`config.mk`:
```
export PLATFORM = sky130hd
export DESIGN_NAME = ssc_channel
export DESIGN_NICKNAME = d
export VERILOG_FILES = /design/src/design/ssc_pkg.sv /design/src/design/ssc_channel.sv
export SDC_FILE = /design/constraint.sdc
export NUM_CORES = 1
export LEC_CHECK = 0
export BUFFER_PORTS_ARGS = -buffer_cell sky130_fd_sc_hd__buf_2
export CORE_ASPECT_RATIO = 1.25
export CORE_UTILIZATION = 45
export CTS_CLUSTER_SIZE = 12
export DETAILED_ROUTE_END_ITERATION = 8
export HOLD_SLACK_MARGIN = 0.08
export PLACE_DENSITY = 0.76
export SYNTH_ARGS = -nofsm -noshare
export SYNTH_HDL_FRONTEND = slang
export SYNTH_SLANG_ARGS = --single-unit
```
`constraint.sdc`:
```
create_clock -name clock -period 7.3 [get_ports clock]
set_input_delay 0 -clock clock [delete_from_list [all_inputs] [get_ports clock]]
set_output_delay 0 -clock clock [all_outputs]
set_load 0.05 [all_outputs]
```
`src/design/ssc_pkg.sv`:
```
// package: register map, field layout, reset values and types of the serial channel
package ssc_pkg;
    // register byte offsets
    localparam logic [7:0] OFS_MODE = 8'h00;
    localparam logic [7:0] OFS_CTRL0 = 8'h04;
    localparam logic [7:0] OFS_CTRL1 = 8'h08;
    localparam logic [7:0] OFS_BRG = 8'h0C;
    localparam logic [7:0] OFS_TXBUF = 8'h10;
    localparam logic [7:0] OFS_RXBUF = 8'h14;
    localparam logic [7:0] OFS_STATUS = 8'h18;
    // mode register fields
    localparam int MODE_SEL_LSB = 0;
    localparam int MODE_EXT_CLK = 3;
    localparam logic [2:0] MODE_SYNC = 3'h1;
    // control 0 fields
    localparam int C0_SRC_LSB = 0;
    localparam int C0_RTS_SEL = 2;
    localparam int C0_HS_DIS = 4;
    localparam int C0_POL = 6;
    localparam int C0_MSB = 7;
    // control 1 fields
    localparam int C1_TX_EN = 0;
    localparam int C1_RX_EN = 2;
    localparam int C1_TX_CAUSE = 4;
    localparam int C1_CONT_RX = 5;
    localparam int C1_MULTI_CLK = 6;
    localparam int C1_CLK_PIN_SEL = 7;
    localparam int C1_SEP_HS = 8;
    // status fields and receive buffer overrun bit
    localparam int ST_RX_FULL = 0;
    localparam int ST_TX_EMPTY = 1;
    localparam int ST_TX_IDLE = 2;
    localparam int ST_OVERRUN = 3;
    localparam int ST_COLL = 4;
    localparam int RX_OVERRUN = 8;
    // count source select codes and prescale wrap values
    localparam logic [1:0] SRC_F1 = 2'h0;
    localparam logic [1:0] SRC_F8 = 2'h1;
    localparam logic [1:0] SRC_F32 = 2'h2;
    localparam logic [4:0] PRE_F8_WRAP = 5'h07;
    localparam logic [4:0] PRE_F32_WRAP = 5'h1F;
    // reset value, dummy transmit byte and last bit index
    localparam logic [7:0] RST_BRG = 8'h00;
    localparam logic [7:0] DUMMY_BYTE = 8'hFF;
    localparam logic [2:0] LAST_BIT = 3'h7;

    typedef enum logic [0:0] {
        SSC_IDLE = 1'b0,
        SSC_SHIFT = 1'b1
    } ssc_fsm_type;

    typedef struct packed {
        logic [2:0] mode;
        logic ext_clk;
        logic [1:0] src_sel;
        logic rts_sel;
        logic hs_dis;
        logic pol;
        logic msb;
        logic tx_en;
        logic rx_en;
        logic tx_cause;
        logic cont_rx;
        logic multi_clk;
        logic clk_pin_sel;
        logic sep_hs;
        logic [7:0] brg;
        logic [7:0] txbuf;
        logic tx_empty;
        logic [7:0] rxbuf;
        logic rx_full;
        logic overrun;
        logic coll_flag;
        logic rearm;
        ssc_fsm_type fsm;
        logic [7:0] tx_sh;
        logic [7:0] rx_sh;
        logic rx_act;
        logic [2:0] bitcnt;
        logic [4:0] pre_cnt;
        logic [7:0] brg_cnt;
        logic clk_lvl;
        logic clk_in_prev;
        logic txd;
        logic clk_out;
        logic clk_oe;
        logic clk2_out;
        logic clk2_oe;
        logic hs_out;
        logic hs_oe;
        logic hs2_out;
        logic hs2_oe;
        logic tx_irq;
        logic rx_irq;
        logic coll_irq;
        logic coll_prev;
        logic ack;
        logic [31:0] dat;
    } ssc_state_type;
endpackage

```
`src/design/ssc_channel.sv`:
```
// clock-synchronous serial channel with wishbone register slave
// Operation
// each channel has its own bit rate timer, independent of others
// three-bit mode field selects synchronous serial or asynchronous operation
// third channel flags a collision when transmit and receive pin levels differ
// third channel never runs the synchronous mode
// every synchronous transfer moves eight bits each way
// internal clock rate is prescaled clock over twice bit rate value plus one
// internal clock source drives the transfer clock out on the clock pin
// external clock source shifts data on the clock from the pin
// transmit starts with enable set, buffer loaded and clear-to-send low if used
// peer holds external clock at the idle level before a transfer
// receive needs receive enable plus the transmit start conditions
// transmit request at buffer-to-shifter move or at shift completion, by cause bit
// receive request when a byte moves into the receive buffer
// unread buffer at completion: overrun flagged, buffer overwritten, no request
// polarity chooses which clock edge changes data and which samples it
// bit order chooses bit 0 first or bit 7 first
// continuous receive: buffer read restarts reception without a dummy write
// second channel may output its clock on either of two pins
// first channel may split clear-to-send and request-to-send onto two pins
// handshake is clear-to-send input, request-to-send output, or disabled
// transmit pin stays high from mode selection until first transfer
// bit order value 0 means lsb first, 1 means msb first
// internal clock toggles only during the eight bit times, idle otherwise
//
// Local design decisions: the address map and register access over Wishbone.
`timescale 1ns/1ns
module ssc_channel #(
    parameter int CHANNEL = 0
) (
    input wire logic clock,
    input wire logic resetn,
    input wire logic wb_cyc_i,
    input wire logic wb_stb_i,
    input wire logic wb_we_i,
    input wire logic [7:0] wb_adr_i,
    input wire logic [3:0] wb_sel_i,
    input wire logic [31:0] wb_dat_i,
    output logic [31:0] wb_dat_o,
    output logic wb_ack_o,
    output logic txd_out,
    input wire logic rxd_in,
    input wire logic clk_pin_in,
    output logic clk_pin_out,
    output logic clk_pin_oe,
    output logic clk2_pin_out,
    output logic clk2_pin_oe,
    input wire logic hs_pin_in,
    output logic hs_pin_out,
    output logic hs_pin_oe,
    input wire logic hs2_pin_in,
    output logic hs2_pin_out,
    output logic hs2_pin_oe,
    output logic tx_irq,
    output logic rx_irq,
    output logic coll_irq
);
    ssc_pkg::ssc_state_type q, n;

    logic sync_on;
    logic idle_lvl;
    logic tick;
    logic multi_on;
    logic sep_on;
    logic cts_used;
    logic cts_ok;
    logic can_start;
    logic edge_ev;
    logic new_lvl;
    logic out_bit;
    logic [7:0] rx_next;
    logic bus_req;
    logic wr;
    logic rd;
    logic mismatch;
    logic [31:0] rd_data;

    always_comb
    begin
        n = q;
        n.tx_irq = 1'b0;
        n.rx_irq = 1'b0;
        n.coll_irq = 1'b0;
        rd_data = 32'h0000_0000;

        // mode decode; third channel has no synchronous mode
        sync_on = (q.mode == ssc_pkg::MODE_SYNC) && (CHANNEL != 2);
        idle_lvl = ~q.pol;
        multi_on = (CHANNEL == 1) && q.multi_clk && !q.ext_clk;
        sep_on = (CHANNEL == 0) && q.sep_hs;

        // prescaler producing f1, f8, f32 ticks
        n.pre_cnt = q.pre_cnt + 5'h1;
        case (q.src_sel)
            ssc_pkg::SRC_F1: tick = 1'b1;
            ssc_pkg::SRC_F8: tick = (q.pre_cnt[2:0] == ssc_pkg::PRE_F8_WRAP[2:0]);
            ssc_pkg::SRC_F32: tick = (q.pre_cnt == ssc_pkg::PRE_F32_WRAP);
            default: tick = 1'b1;
        endcase

        // handshake selection
        cts_used = sep_on || (!q.hs_dis && !q.rts_sel && !multi_on);
        cts_ok = !cts_used || !hs_pin_in;
        if (sep_on)
        begin
            n.hs_oe = 1'b0;
            n.hs_out = 1'b1;
            n.hs2_oe = 1'b1;
            n.hs2_out = !(q.rx_en && !q.rx_full);
        end
        else
        begin
            n.hs_oe = !q.hs_dis && q.rts_sel && !multi_on;
            n.hs_out = !(q.rx_en && !q.rx_full);
            n.hs2_oe = 1'b0;
            n.hs2_out = 1'b1;
        end

        // start: enable, data or rearm, handshake, external clock at idle
        can_start = sync_on && q.tx_en && (!q.tx_empty || q.rearm) && cts_ok
            && (!q.ext_clk || (clk_pin_in == idle_lvl));

        // clock edge events
        n.clk_in_prev = clk_pin_in;
        edge_ev = 1'b0;
        new_lvl = q.clk_lvl;
        out_bit = q.msb ? q.tx_sh[7] : q.tx_sh[0];
        rx_next = q.msb ? {q.rx_sh[6:0], rxd_in} : {rxd_in, q.rx_sh[7:1]};

        case (q.fsm)
            ssc_pkg::SSC_IDLE:
            begin
                n.clk_lvl = idle_lvl;
                n.brg_cnt = q.brg;
                if (!sync_on)
                begin
                    n.txd = 1'b1;
                end
                if (can_start)
                begin
                    n.fsm = ssc_pkg::SSC_SHIFT;
                    n.bitcnt = 3'h0;
                    n.rx_act = q.rx_en;
                    n.rearm = 1'b0;
                    if (!q.tx_empty)
                    begin
                        n.tx_sh = q.txbuf;
                        n.tx_empty = 1'b1;
                        n.tx_irq = !q.tx_cause;
                    end
                    else
                    begin
                        n.tx_sh = ssc_pkg::DUMMY_BYTE;
                    end
                end
            end
            ssc_pkg::SSC_SHIFT:
            begin
                if (q.ext_clk)
                begin
                    edge_ev = (clk_pin_in != q.clk_in_prev);
                    new_lvl = clk_pin_in;
                end
                else if (tick)
                begin
                    if (q.brg_cnt == 8'h00)
                    begin
                        n.brg_cnt = q.brg;
                        edge_ev = 1'b1;
                        new_lvl = ~q.clk_lvl;
                        n.clk_lvl = new_lvl;
                    end
                    else
                    begin
                        n.brg_cnt = q.brg_cnt - 8'h01;
                    end
                end
                if (edge_ev && (new_lvl != idle_lvl))
                begin
                    n.txd = out_bit;
                    n.tx_sh = q.msb ? {q.tx_sh[6:0], 1'b1} : {1'b1, q.tx_sh[7:1]};
                end
                else if (edge_ev)
                begin
                    n.rx_sh = rx_next;
                    n.bitcnt = q.bitcnt + 3'h1;
                    if (q.bitcnt == ssc_pkg::LAST_BIT)
                    begin
                        n.fsm = ssc_pkg::SSC_IDLE;
                        n.tx_irq = q.tx_cause;
                        if (q.rx_act)
                        begin
                            n.rxbuf = rx_next;
                            if (q.rx_full)
                            begin
                                n.overrun = 1'b1;
                            end
                            else
                            begin
                                n.rx_irq = 1'b1;
                            end
                        end
                    end
                end
                if (!sync_on)
                begin
                    n.fsm = ssc_pkg::SSC_IDLE;
                end
            end
            default:
            begin
                n.fsm = ssc_pkg::SSC_IDLE;
            end
        endcase

        // clock pins: driven only for internal clock
        n.clk_oe = sync_on && !q.ext_clk && !(multi_on && q.clk_pin_sel);
        n.clk2_oe = sync_on && multi_on && q.clk_pin_sel;
        n.clk_out = n.clk_lvl;
        n.clk2_out = n.clk_lvl;

        // collision detection on the third channel
        mismatch = (CHANNEL == 2) && (q.mode != 3'h0) && (q.txd != rxd_in);
        n.coll_prev = mismatch;
        n.coll_irq = mismatch && !q.coll_prev;

        // wishbone slave, one wait state
        bus_req = wb_cyc_i && wb_stb_i && !q.ack;
        wr = bus_req && wb_we_i;
        rd = bus_req && !wb_we_i;
        n.ack = bus_req;
        case (wb_adr_i)
            ssc_pkg::OFS_MODE: rd_data = {28'h000_0000, q.ext_clk, q.mode};
            ssc_pkg::OFS_CTRL0: rd_data = {24'h00_0000, q.msb, q.pol, 1'b0, q.hs_dis,
                1'b0, q.rts_sel, q.src_sel};
            ssc_pkg::OFS_CTRL1: rd_data = {23'h00_0000, q.sep_hs, q.clk_pin_sel,
                q.multi_clk, q.cont_rx, q.tx_cause, 1'b0, q.rx_en, 1'b0, q.tx_en};
            ssc_pkg::OFS_BRG: rd_data = {24'h00_0000, q.brg};
            ssc_pkg::OFS_TXBUF: rd_data = {24'h00_0000, q.txbuf};
            ssc_pkg::OFS_RXBUF: rd_data = {23'h00_0000, q.overrun, q.rxbuf};
            ssc_pkg::OFS_STATUS: rd_data = {27'h000_0000, q.coll_flag, q.overrun,
                (q.fsm == ssc_pkg::SSC_IDLE), q.tx_empty, q.rx_full};
            default: rd_data = 32'h0000_0000;
        endcase
        if (rd)
        begin
            n.dat = rd_data;
        end
        if (wr && wb_sel_i[0])
        begin
            case (wb_adr_i)
                ssc_pkg::OFS_MODE:
                begin
                    n.mode = wb_dat_i[ssc_pkg::MODE_SEL_LSB +: 3];
                    n.ext_clk = wb_dat_i[ssc_pkg::MODE_EXT_CLK];
                end
                ssc_pkg::OFS_CTRL0:
                begin
                    n.src_sel = wb_dat_i[ssc_pkg::C0_SRC_LSB +: 2];
                    n.rts_sel = wb_dat_i[ssc_pkg::C0_RTS_SEL];
                    n.hs_dis = wb_dat_i[ssc_pkg::C0_HS_DIS];
                    n.pol = wb_dat_i[ssc_pkg::C0_POL];
                    n.msb = wb_dat_i[ssc_pkg::C0_MSB];
                end
                ssc_pkg::OFS_CTRL1:
                begin
                    n.tx_en = wb_dat_i[ssc_pkg::C1_TX_EN];
                    n.rx_en = wb_dat_i[ssc_pkg::C1_RX_EN];
                    n.tx_cause = wb_dat_i[ssc_pkg::C1_TX_CAUSE];
                    n.cont_rx = wb_dat_i[ssc_pkg::C1_CONT_RX];
                    n.multi_clk = wb_dat_i[ssc_pkg::C1_MULTI_CLK] && (CHANNEL == 1);
                    n.clk_pin_sel = wb_dat_i[ssc_pkg::C1_CLK_PIN_SEL] && (CHANNEL == 1);
                end
                ssc_pkg::OFS_BRG: n.brg = wb_dat_i[7:0];
                ssc_pkg::OFS_TXBUF:
                begin
                    n.txbuf = wb_dat_i[7:0];
                    n.tx_empty = 1'b0;
                end
                ssc_pkg::OFS_STATUS:
                begin
                    if (wb_dat_i[ssc_pkg::ST_COLL])
                    begin
                        n.coll_flag = 1'b0;
                    end
                end
                default:
                begin
                end
            endcase
        end
        if (wr && wb_sel_i[1] && (wb_adr_i == ssc_pkg::OFS_CTRL1))
        begin
            n.sep_hs = wb_dat_i[ssc_pkg::C1_SEP_HS] && (CHANNEL == 0);
        end
        if (rd && (wb_adr_i == ssc_pkg::OFS_RXBUF))
        begin
            n.rx_full = 1'b0;
            n.overrun = 1'b0;
            n.rearm = q.cont_rx && q.rx_en;
        end

        // hardware sets win over software clears
        if (n.rx_irq)
        begin
            n.rx_full = 1'b1;
        end
        if ((q.fsm == ssc_pkg::SSC_SHIFT) && (n.fsm == ssc_pkg::SSC_IDLE) && q.rx_act
            && q.rx_full)
        begin
            n.overrun = 1'b1;
        end
        if (n.coll_irq)
        begin
            n.coll_flag = 1'b1;
        end
    end

    always_ff @(posedge clock or negedge resetn)
    begin
        if (!resetn)
        begin
            q <= '0;
            q.brg <= ssc_pkg::RST_BRG;
            q.brg_cnt <= ssc_pkg::RST_BRG;
            q.tx_empty <= 1'b1;
            q.fsm <= ssc_pkg::SSC_IDLE;
            q.clk_lvl <= 1'b1;
            q.clk_in_prev <= 1'b1;
            q.txd <= 1'b1;
            q.clk_out <= 1'b1;
            q.clk2_out <= 1'b1;
            q.hs_out <= 1'b1;
            q.hs2_out <= 1'b1;
        end
        else
        begin
            q <= n;
        end
    end

    assign wb_dat_o = q.dat;
    assign wb_ack_o = q.ack;
    assign txd_out = q.txd;
    assign clk_pin_out = q.clk_out;
    assign clk_pin_oe = q.clk_oe;
    assign clk2_pin_out = q.clk2_out;
    assign clk2_pin_oe = q.clk2_oe;
    assign hs_pin_out = q.hs_out;
    assign hs_pin_oe = q.hs_oe;
    assign hs2_pin_out = q.hs2_out;
    assign hs2_pin_oe = q.hs2_oe;
    assign tx_irq = q.tx_irq;
    assign rx_irq = q.rx_irq;
    assign coll_irq = q.coll_irq;
endmodule

```
==> flow_summary.ini, run 1 <==
[setup_path]
crit_top_cell = or4b_4
crit_family = simple AND/OR/NAND/NOR gates
reg2reg_to = q[63]
start_kind = register
path_class = reg -> reg
r2r-start = q[48]
reg2reg_depth = 6
cp-end-kind = register
r2r_setup_slack_ns = 4.28
cp.arrival_ns = 3.26
critical_path_required_ns = 7.54
worstPathMaxFanout = 12
crit_buf_inv = 1
max_stage_delay_ns = 0.69
crit_slowest_cell = a21boi_2
crit_chain = inv_1 > ha_1 > or4b_4 > or4b_4 > a21boi_2 > mux2_2

[floorplanning]
rows = 43
die_width_um = 98.2
io_pins = 98
start_util_pct = 46.5
die-area_um2 = 12000
core_um2 = 11200
die_h_um = 122

[grt]
grt_use_total_pct = 20.4
grt_pass1_wl_mm = 18.8
grt_pass1_vias = 3587
antenna_found_initial = 0
globalRouteOverflowTotal = 0
grt_max_degree = 77

[synth]
ys_async_sr_fraction_pct = 100
ys_seq_area_share_pct = 46.8
synth_flop_cell = dfrtp_1
yosysWarnings = 0
syn_area_um2 = 5200
synth.distinct_cells = 65
postSynthAreaPerCell_um2 = 11.3
synth_edf_count = 0
ys_ff_latch = 97
syn_inst = 462

[sta]
fin_crit_ns = 3.02
finalHoldViolations = 0
finalSetupTns_ns = 0
fmax_ghz = 0.331
tightest_slew_ns = 1.18
slew_violations = 0
maxSlewHeadroom_pct = 21.1
clock_skew_ns = 0.00518
rsz0062_at_grt = false
fin_crit_sh_pct = 41.4
setup_viol = 0

[route]
drtIter0Drc = 229
top_layer = met4
drtAntennaViolNets = 0
wl_met2_mm = 6.01
firstDrtPassIters = 9
wl_met3_um = 502
wl_per_cell_um = 18.2
drc = 4
wl_mm = 11.6
num_vias = 3660
avgViaCountPerCell = 5.72
wl_met1_mm = 4.64

[clock_network]
cts.htree.levels = 3
cts.sinks = 97
cts_repair_resize_count = 0
clk_latency_ns = 0.35
cts-root-buf = clkbuf_16
holdBufCountCts = 15
cts.clk_slew.worst_paths_ns = 0.07
numCtsBuffers = 9
postCtsSetupRepairBufs = 0
cts_tree = built
cts_max_path_buffers = 2

[layout]
antennaDiodeCount = 0
final_cell_mix = 91 x dfrtp_1, 53 x mux2_2, 45 x buf_2, 25 x nand2_1, 25 x conb_1
area_growth_pct = 11.5
final_util_pct = 51.8
finalNetCount = 562
final_layout_size_suffix_gt1_share_pct = 28.9
fin_area_um2 = 5800
fillCellCount = 931
final_common_cell = dfrtp_1

[place]
postPlaceCellArea_um2 = 5340
place_hpwl_mm = 8.40
place.gp.congestion = 0.828
io_buffer_count = 46

[power]
p_int_mw = 0.837
switching_share_pct = 25.6
leakage_nw = 2.67
power_density_nw_per_um2 = 194
power.switching_mw = 0.288
ir_drop_mv = 0.133
p_seq_share_pct = 48.4
pwr-share-clk_pct = 43.9
p_comb_share_pct = 7.7

[status]
status = finished with violations
violations = DRC

[flow_run]
drv_cap = 0

[hold_path]
hp-class = in -> async
synth_stat cells, types with 7 or more instances:
| cell type | count | area, um2 |
|---|---|---|
| o21ai_0 | 22 | 110 |
| clkbuf_1 | 19 | 71.3 |
| nand3_1 | 14 | 70.1 |
| nor3_1 | 8 | 40.0 |
| o211ai_1 | 14 | 105 |
| ha_1 | 9 | 113 |
| mux2_4 | 9 | 135 |
| nand2_1 | 25 | 93.8 |
| buf_4 | 35 | 263 |
| dfrtp_1 | 91 | 2280 |
| nor2_1 | 15 | 56.3 |
| mux2i_1 | 12 | 120 |
| inv_1 | 18 | 67.6 |
| a21oi_1 | 7 | 35.0 |
| mux2_2 | 53 | 597 |
metal layers:
layer / vias up / global-route usage, %
met5: - / 0
met4: 0 / 11.7
met3: 26 / 3.08
met2: 128 / 34.7
met1: 1800 / 25.0
li1: 1706 / -
power by group through the flow:
stage / registers [mW] / logic [mW] / clock network (mW)
final: 0.545 / 0.0861 / 0.494
after global routing: 0.545 / 0.0924 / 0.524
after CTS: 0.545 / 0.0862 / 0.500
after detailed placement: 0.555 / 0.0800 / 0
after global placement: 0.555 / 0.0790 / 0
after floorplan: 0.555 / 0.0631 / 0
area by class of cell:
type | count | area, um2 | area share [%]
Tap cell | 135 | 169 | 2.91
Inverter | 18 | 67.6 | 1.16
Timing Repair Buffer | 63 | 398 | 6.86
Multi-Input combinational cell | 311 | 2420 | 41.8
Sequential cell | 97 | 2430 | 42.0
Clock buffer | 9 | 225 | 3.88
Clock inverter | 7 | 85.1 | 1.47
stage by stage:
step | hold slack, ns | cells | setup slack [ns] | total power [mW]
global placement | -0.0951 | 609 | 4.36 | 0.634
finish | 0.0762 | 640 | 4.28 | 1.12
detailed placement | -0.0942 | 609 | 4.29 | 0.635
floorplan | -0.296 | 486 | 4.82 | 0.618
CTS | 0.0867 | 640 | 4.26 | 1.13
global route | 0.102 | 640 | 4.06 | 1.16
state kept, by name, summed over array words and instances, names as in the netlist:
name          cells
hs_pin_out        1
sep_on            1
clk_pin_oe        1
wb_ack_o          1
txd_out           1
q                77
hs_pin_oe         1
tx_irq            1
hs2_pin_out       1
wb_dat_o          9
rx_irq            1
clk2_pin_out      1
hs2_pin_oe        1
cell families (layout without fill, tap and decap cells):
| group | count (synthesis) | in the layout | share of synthesized area (%) |
|---|---|---|---|
| adder cells (fa/ha/maj) | 9 | 9 | 2.16 |
| XOR/XNOR | 4 | 4 | 0.673 |
| flip-flops | 97 | 97 | 46.8 |
| other | 1 | 25 | 0.0720 |
| multiplexers | 76 | 76 | 17.2 |
| buffers and inverters | 78 | 97 | 8.51 |
| AND/OR/NAND/NOR | 106 | 106 | 11.5 |
| AO/OA/AOI/OAI | 91 | 91 | 13.0 |
how the worst max path moves through the flow:
stage                     start     to  depth (start not counted)
final                     q[48]  q[63]                          6
after global routing      q[81]  q[74]                          4
after CTS                 q[48]  q[63]                          6
after detailed placement  q[48]  q[63]                          6
after global placement    q[48]  q[72]                          6
after floorplan           q[48]  q[61]                          7
No activity file was read; power rests on OpenSTA's default activity.
==> inputs of run 2 (changes only) <==
--- a/config.mk
+++ b/config.mk
@@ -5,13 +5,14 @@
 export SDC_FILE = /design/constraint.sdc
 export NUM_CORES = 1
 export LEC_CHECK = 0
+export ABC_AREA = 1
 export BUFFER_PORTS_ARGS = -buffer_cell sky130_fd_sc_hd__buf_2
 export CORE_ASPECT_RATIO = 1.25
 export CORE_UTILIZATION = 45
 export CTS_CLUSTER_SIZE = 12
 export DETAILED_ROUTE_END_ITERATION = 8
 export HOLD_SLACK_MARGIN = 0.08
-export PLACE_DENSITY = 0.76
+export PLACE_DENSITY = 0.79
 export SYNTH_ARGS = -nofsm -noshare
 export SYNTH_HDL_FRONTEND = slang
 export SYNTH_SLANG_ARGS = --single-unit
==> constraint.sdc (replaced) <==
create_clock -name clock -period 2.5 [get_ports clock]
set_input_delay 0 -clock clock [delete_from_list [all_inputs] [get_ports clock]]
set_output_delay 0 -clock clock [all_outputs]
set_load 0.05 [all_outputs]
==> run 2 against run 1 <==
  * Clock power rose to 2.9 times the previous value
  * Largest power group unchanged
  * Clock-buffer cell count rose by 5
  * Non-clock buffer count rose by 10
  * Routed wire length rose by 1.0%
  * Via count rose by 19%
  * Utilization rose by 1.0 points
  * Critical endpoint is now q[73]
  * The run still ends with DRC left
  * Design area rose by 1.5%
  * Register-to-register slack got worse by 4.1 ns
  * Sequential power rose to 2.9 times the previous value
  * Flip-flop and latch count did not move
  * Clock skew rose by 0.00074 ns
  * First-iteration DRC count rose by 46%
==> flow_summary.ini, run 2 <==
[status]
status = finished with violations
violations = DRC

[synth]
syn_area_um2 = 5170
synthAdderAreaFrac_pct = 2.18
postSynthAreaPerCell_um2 = 8.05
syn_inst = 642
muxShareOfSynthArea_pct = 0
synth_most_common_cell = nand2_1
synthTopCellsByCount = 183 x nand2_1, 91 x dfrtp_1, 74 x o21ai_0
ys_seq_area_share_pct = 47.1
yosysWarnings = 0
synth_flop_cell = dfrtp_1
synthSimpleGateAreaFrac_pct = 24.3
synth_top_family_by_area = simple AND/OR/NAND/NOR gates
ys_async_sr_fraction_pct = 100
ys_ff_latch = 97
synth-compound-area-share_pct = 13.4
synth_edf_count = 0
synth.distinct_cells = 40
synth_xor_xnor_area_share_pct = 0.678
synth_area_leader_cell = dfrtp_1
synth_area_leaders = dfrtp_1 44%, nand2_1 13%, o21ai_0 7.2%
synth_top_cell_area_share_pct = 44.1

[hold_path]
worstHoldPathCells = 4
hold_end = q[94]
hold_path.startpoint = wb_sel_i[0]
hp-class = in -> reg

[sta]
finalHoldViolations = 0
fin_crit_ns = 2.27
tightest_slew_ns = 0.664
fmax_ghz = 0.440
finalSetupTns_ns = 0
rsz0062_at_grt = false
clock_skew_ns = 0.00592
fin_crit_sh_pct = 90.9
setup_viol = 0
maxSlewHeadroom_pct = 55.7
slew_violations = 0

[floorplanning]
die_width_um = 97.8
die-area_um2 = 11900
die_h_um = 122
start_util_pct = 46.4
rows = 43
io_pins = 98
core_um2 = 11100

[power]
p_comb_share_pct = 7.4
pwr-share-clk_pct = 43.7
power.switching_mw = 0.754
ir_drop_mv = 0.260
power_density_nw_per_um2 = 551
switching_share_pct = 23.2
p_seq_share_pct = 48.9
p_int_mw = 2.49
leakage_nw = 3.12

[clock_network]
numCtsBuffers = 9
cts.clk_slew.worst_paths_ns = 0.06
cts-root-buf = clkbuf_16
cts_tree = built
cts.sinks = 97
clk_latency_ns = 0.35
cts_max_path_buffers = 2
cts.htree.levels = 3

[setup_path]
reg2reg_depth = 15
r2r-start = q[56]
r2r_setup_slack_ns = 0.23
reg2reg_to = q[73]
critical_path_required_ns = 2.74
start_kind = register
worstPathMaxFanout = 6
path_class = reg -> reg
cp-end-kind = register
cp.arrival_ns = 2.51

[place]
io_buffer_count = 46
postPlaceCellArea_um2 = 5380
place_hpwl_mm = 8.59
place.gp.congestion = 0.914

[route]
avgViaCountPerCell = 5.19
num_vias = 4360
wl_mm = 11.7
drtAntennaViolNets = 0
drc = 18
drtIter0Drc = 334
wl_per_cell_um = 14.0
firstDrtPassIters = 7

[flow_run]
drv_cap = 0

[layout]
top_register = q
largest_reg_flops = 77
area_growth_pct = 14.0
final_common_cell = nand2_1
antennaDiodeCount = 0
final_layout_size_suffix_gt1_share_pct = 16.0
finalNetCount = 762
final_cell_mix = 183 x nand2_1, 91 x dfrtp_1, 74 x o21ai_0, 68 x inv_1, 45 x buf_2
final_util_pct = 52.9
fin_area_um2 = 5890

[grt]
grt_pass1_wl_mm = 19.9
grt_pass1_vias = 4202
grt_use_total_pct = 21.4
grt_max_degree = 54
antenna_found_initial = 0
globalRouteOverflowTotal = 0
## run 2: how the worst max path moves through the flow
stage	cells past startpoint	from	to
final	15	q[56]	q[73]
after global routing	13	q[56]	q[49]
after CTS	16	q[56]	q[79]
after detailed placement	16	q[56]	q[79]
after global placement	16	q[56]	q[79]
after floorplan	13	q[56]	q[54]
## run 2: metrics by stage
step                      std cells  power, mW  worst slack, ns  hold slack [ns]
after detailed placement        806       1.84            0.266           0.0821
after CTS                       839       3.27            0.259           0.0907
after global routing            840       3.35           0.0347            0.113
final                           840       3.24            0.227           0.0991
after global placement          806       1.83            0.305           0.0762
after floorplan                 666       1.79            0.624           -0.296
## run 2: timing repair
action	CTS	global route
buffers inserted	0	1
hold buffers	17	0
endpoints found under the setup margin	0	8
hold endpoints to repair	81	0
gates resized for setup	0	1
## run 2: cells by family after synthesis
group                      count (synthesis)
DFF                                       97
and+or+nand+nor                          282
other                                      1
adders and majority gates                  9
AOI/OAI and AO/OA                        122
xor gates and xnor gates                   4
buffers and inverters                    127
## run 2: routing by layer
metal,wire length [um],GRT usage [%],vias to the layer above
met3,589,2.93,34
met5,0,0,-
met4,534,14.6,0
li1,-,-,2133
met2,5810,36.4,163
met1,4810,25.3,2030
## run 2: final cells by class
cell class	instances	area [um2]
inverters	77	289
clock inverters	2	35.0
clock buffers	14	274
multi-input cells	442	2190
well taps	135	169
fillers	1003	5250
repair buffers	73	490
flip-flops and latches	97	2430
## run 2: power by group through the flow
stage | Clock (mW) | Sequential, mW | Combinational, mW
floorplan | 0 | 1.62 | 0.171
global placement | 0 | 1.61 | 0.219
detailed placement | 0 | 1.61 | 0.222
CTS | 1.44 | 1.59 | 0.240
global route | 1.51 | 1.59 | 0.262
finish | 1.42 | 1.59 | 0.240
## run 2: worst max-delay path, cell delays in order, from the launching register on
cell	delay (ns)
dfrtp_1	0.39
ha_1	0.22
nand2_1	0.07
nor2_1	0.04
ha_1	0.17
nand2_1	0.06
nand3b_1	0.13
nand2_1	0.09
inv_1	0.07
nand3_2	0.12
nand3_2	0.20
nand2_8	0.18
nand2_2	0.13
buf_4	0.18
nand3_1	0.07
nand2_1	0.06
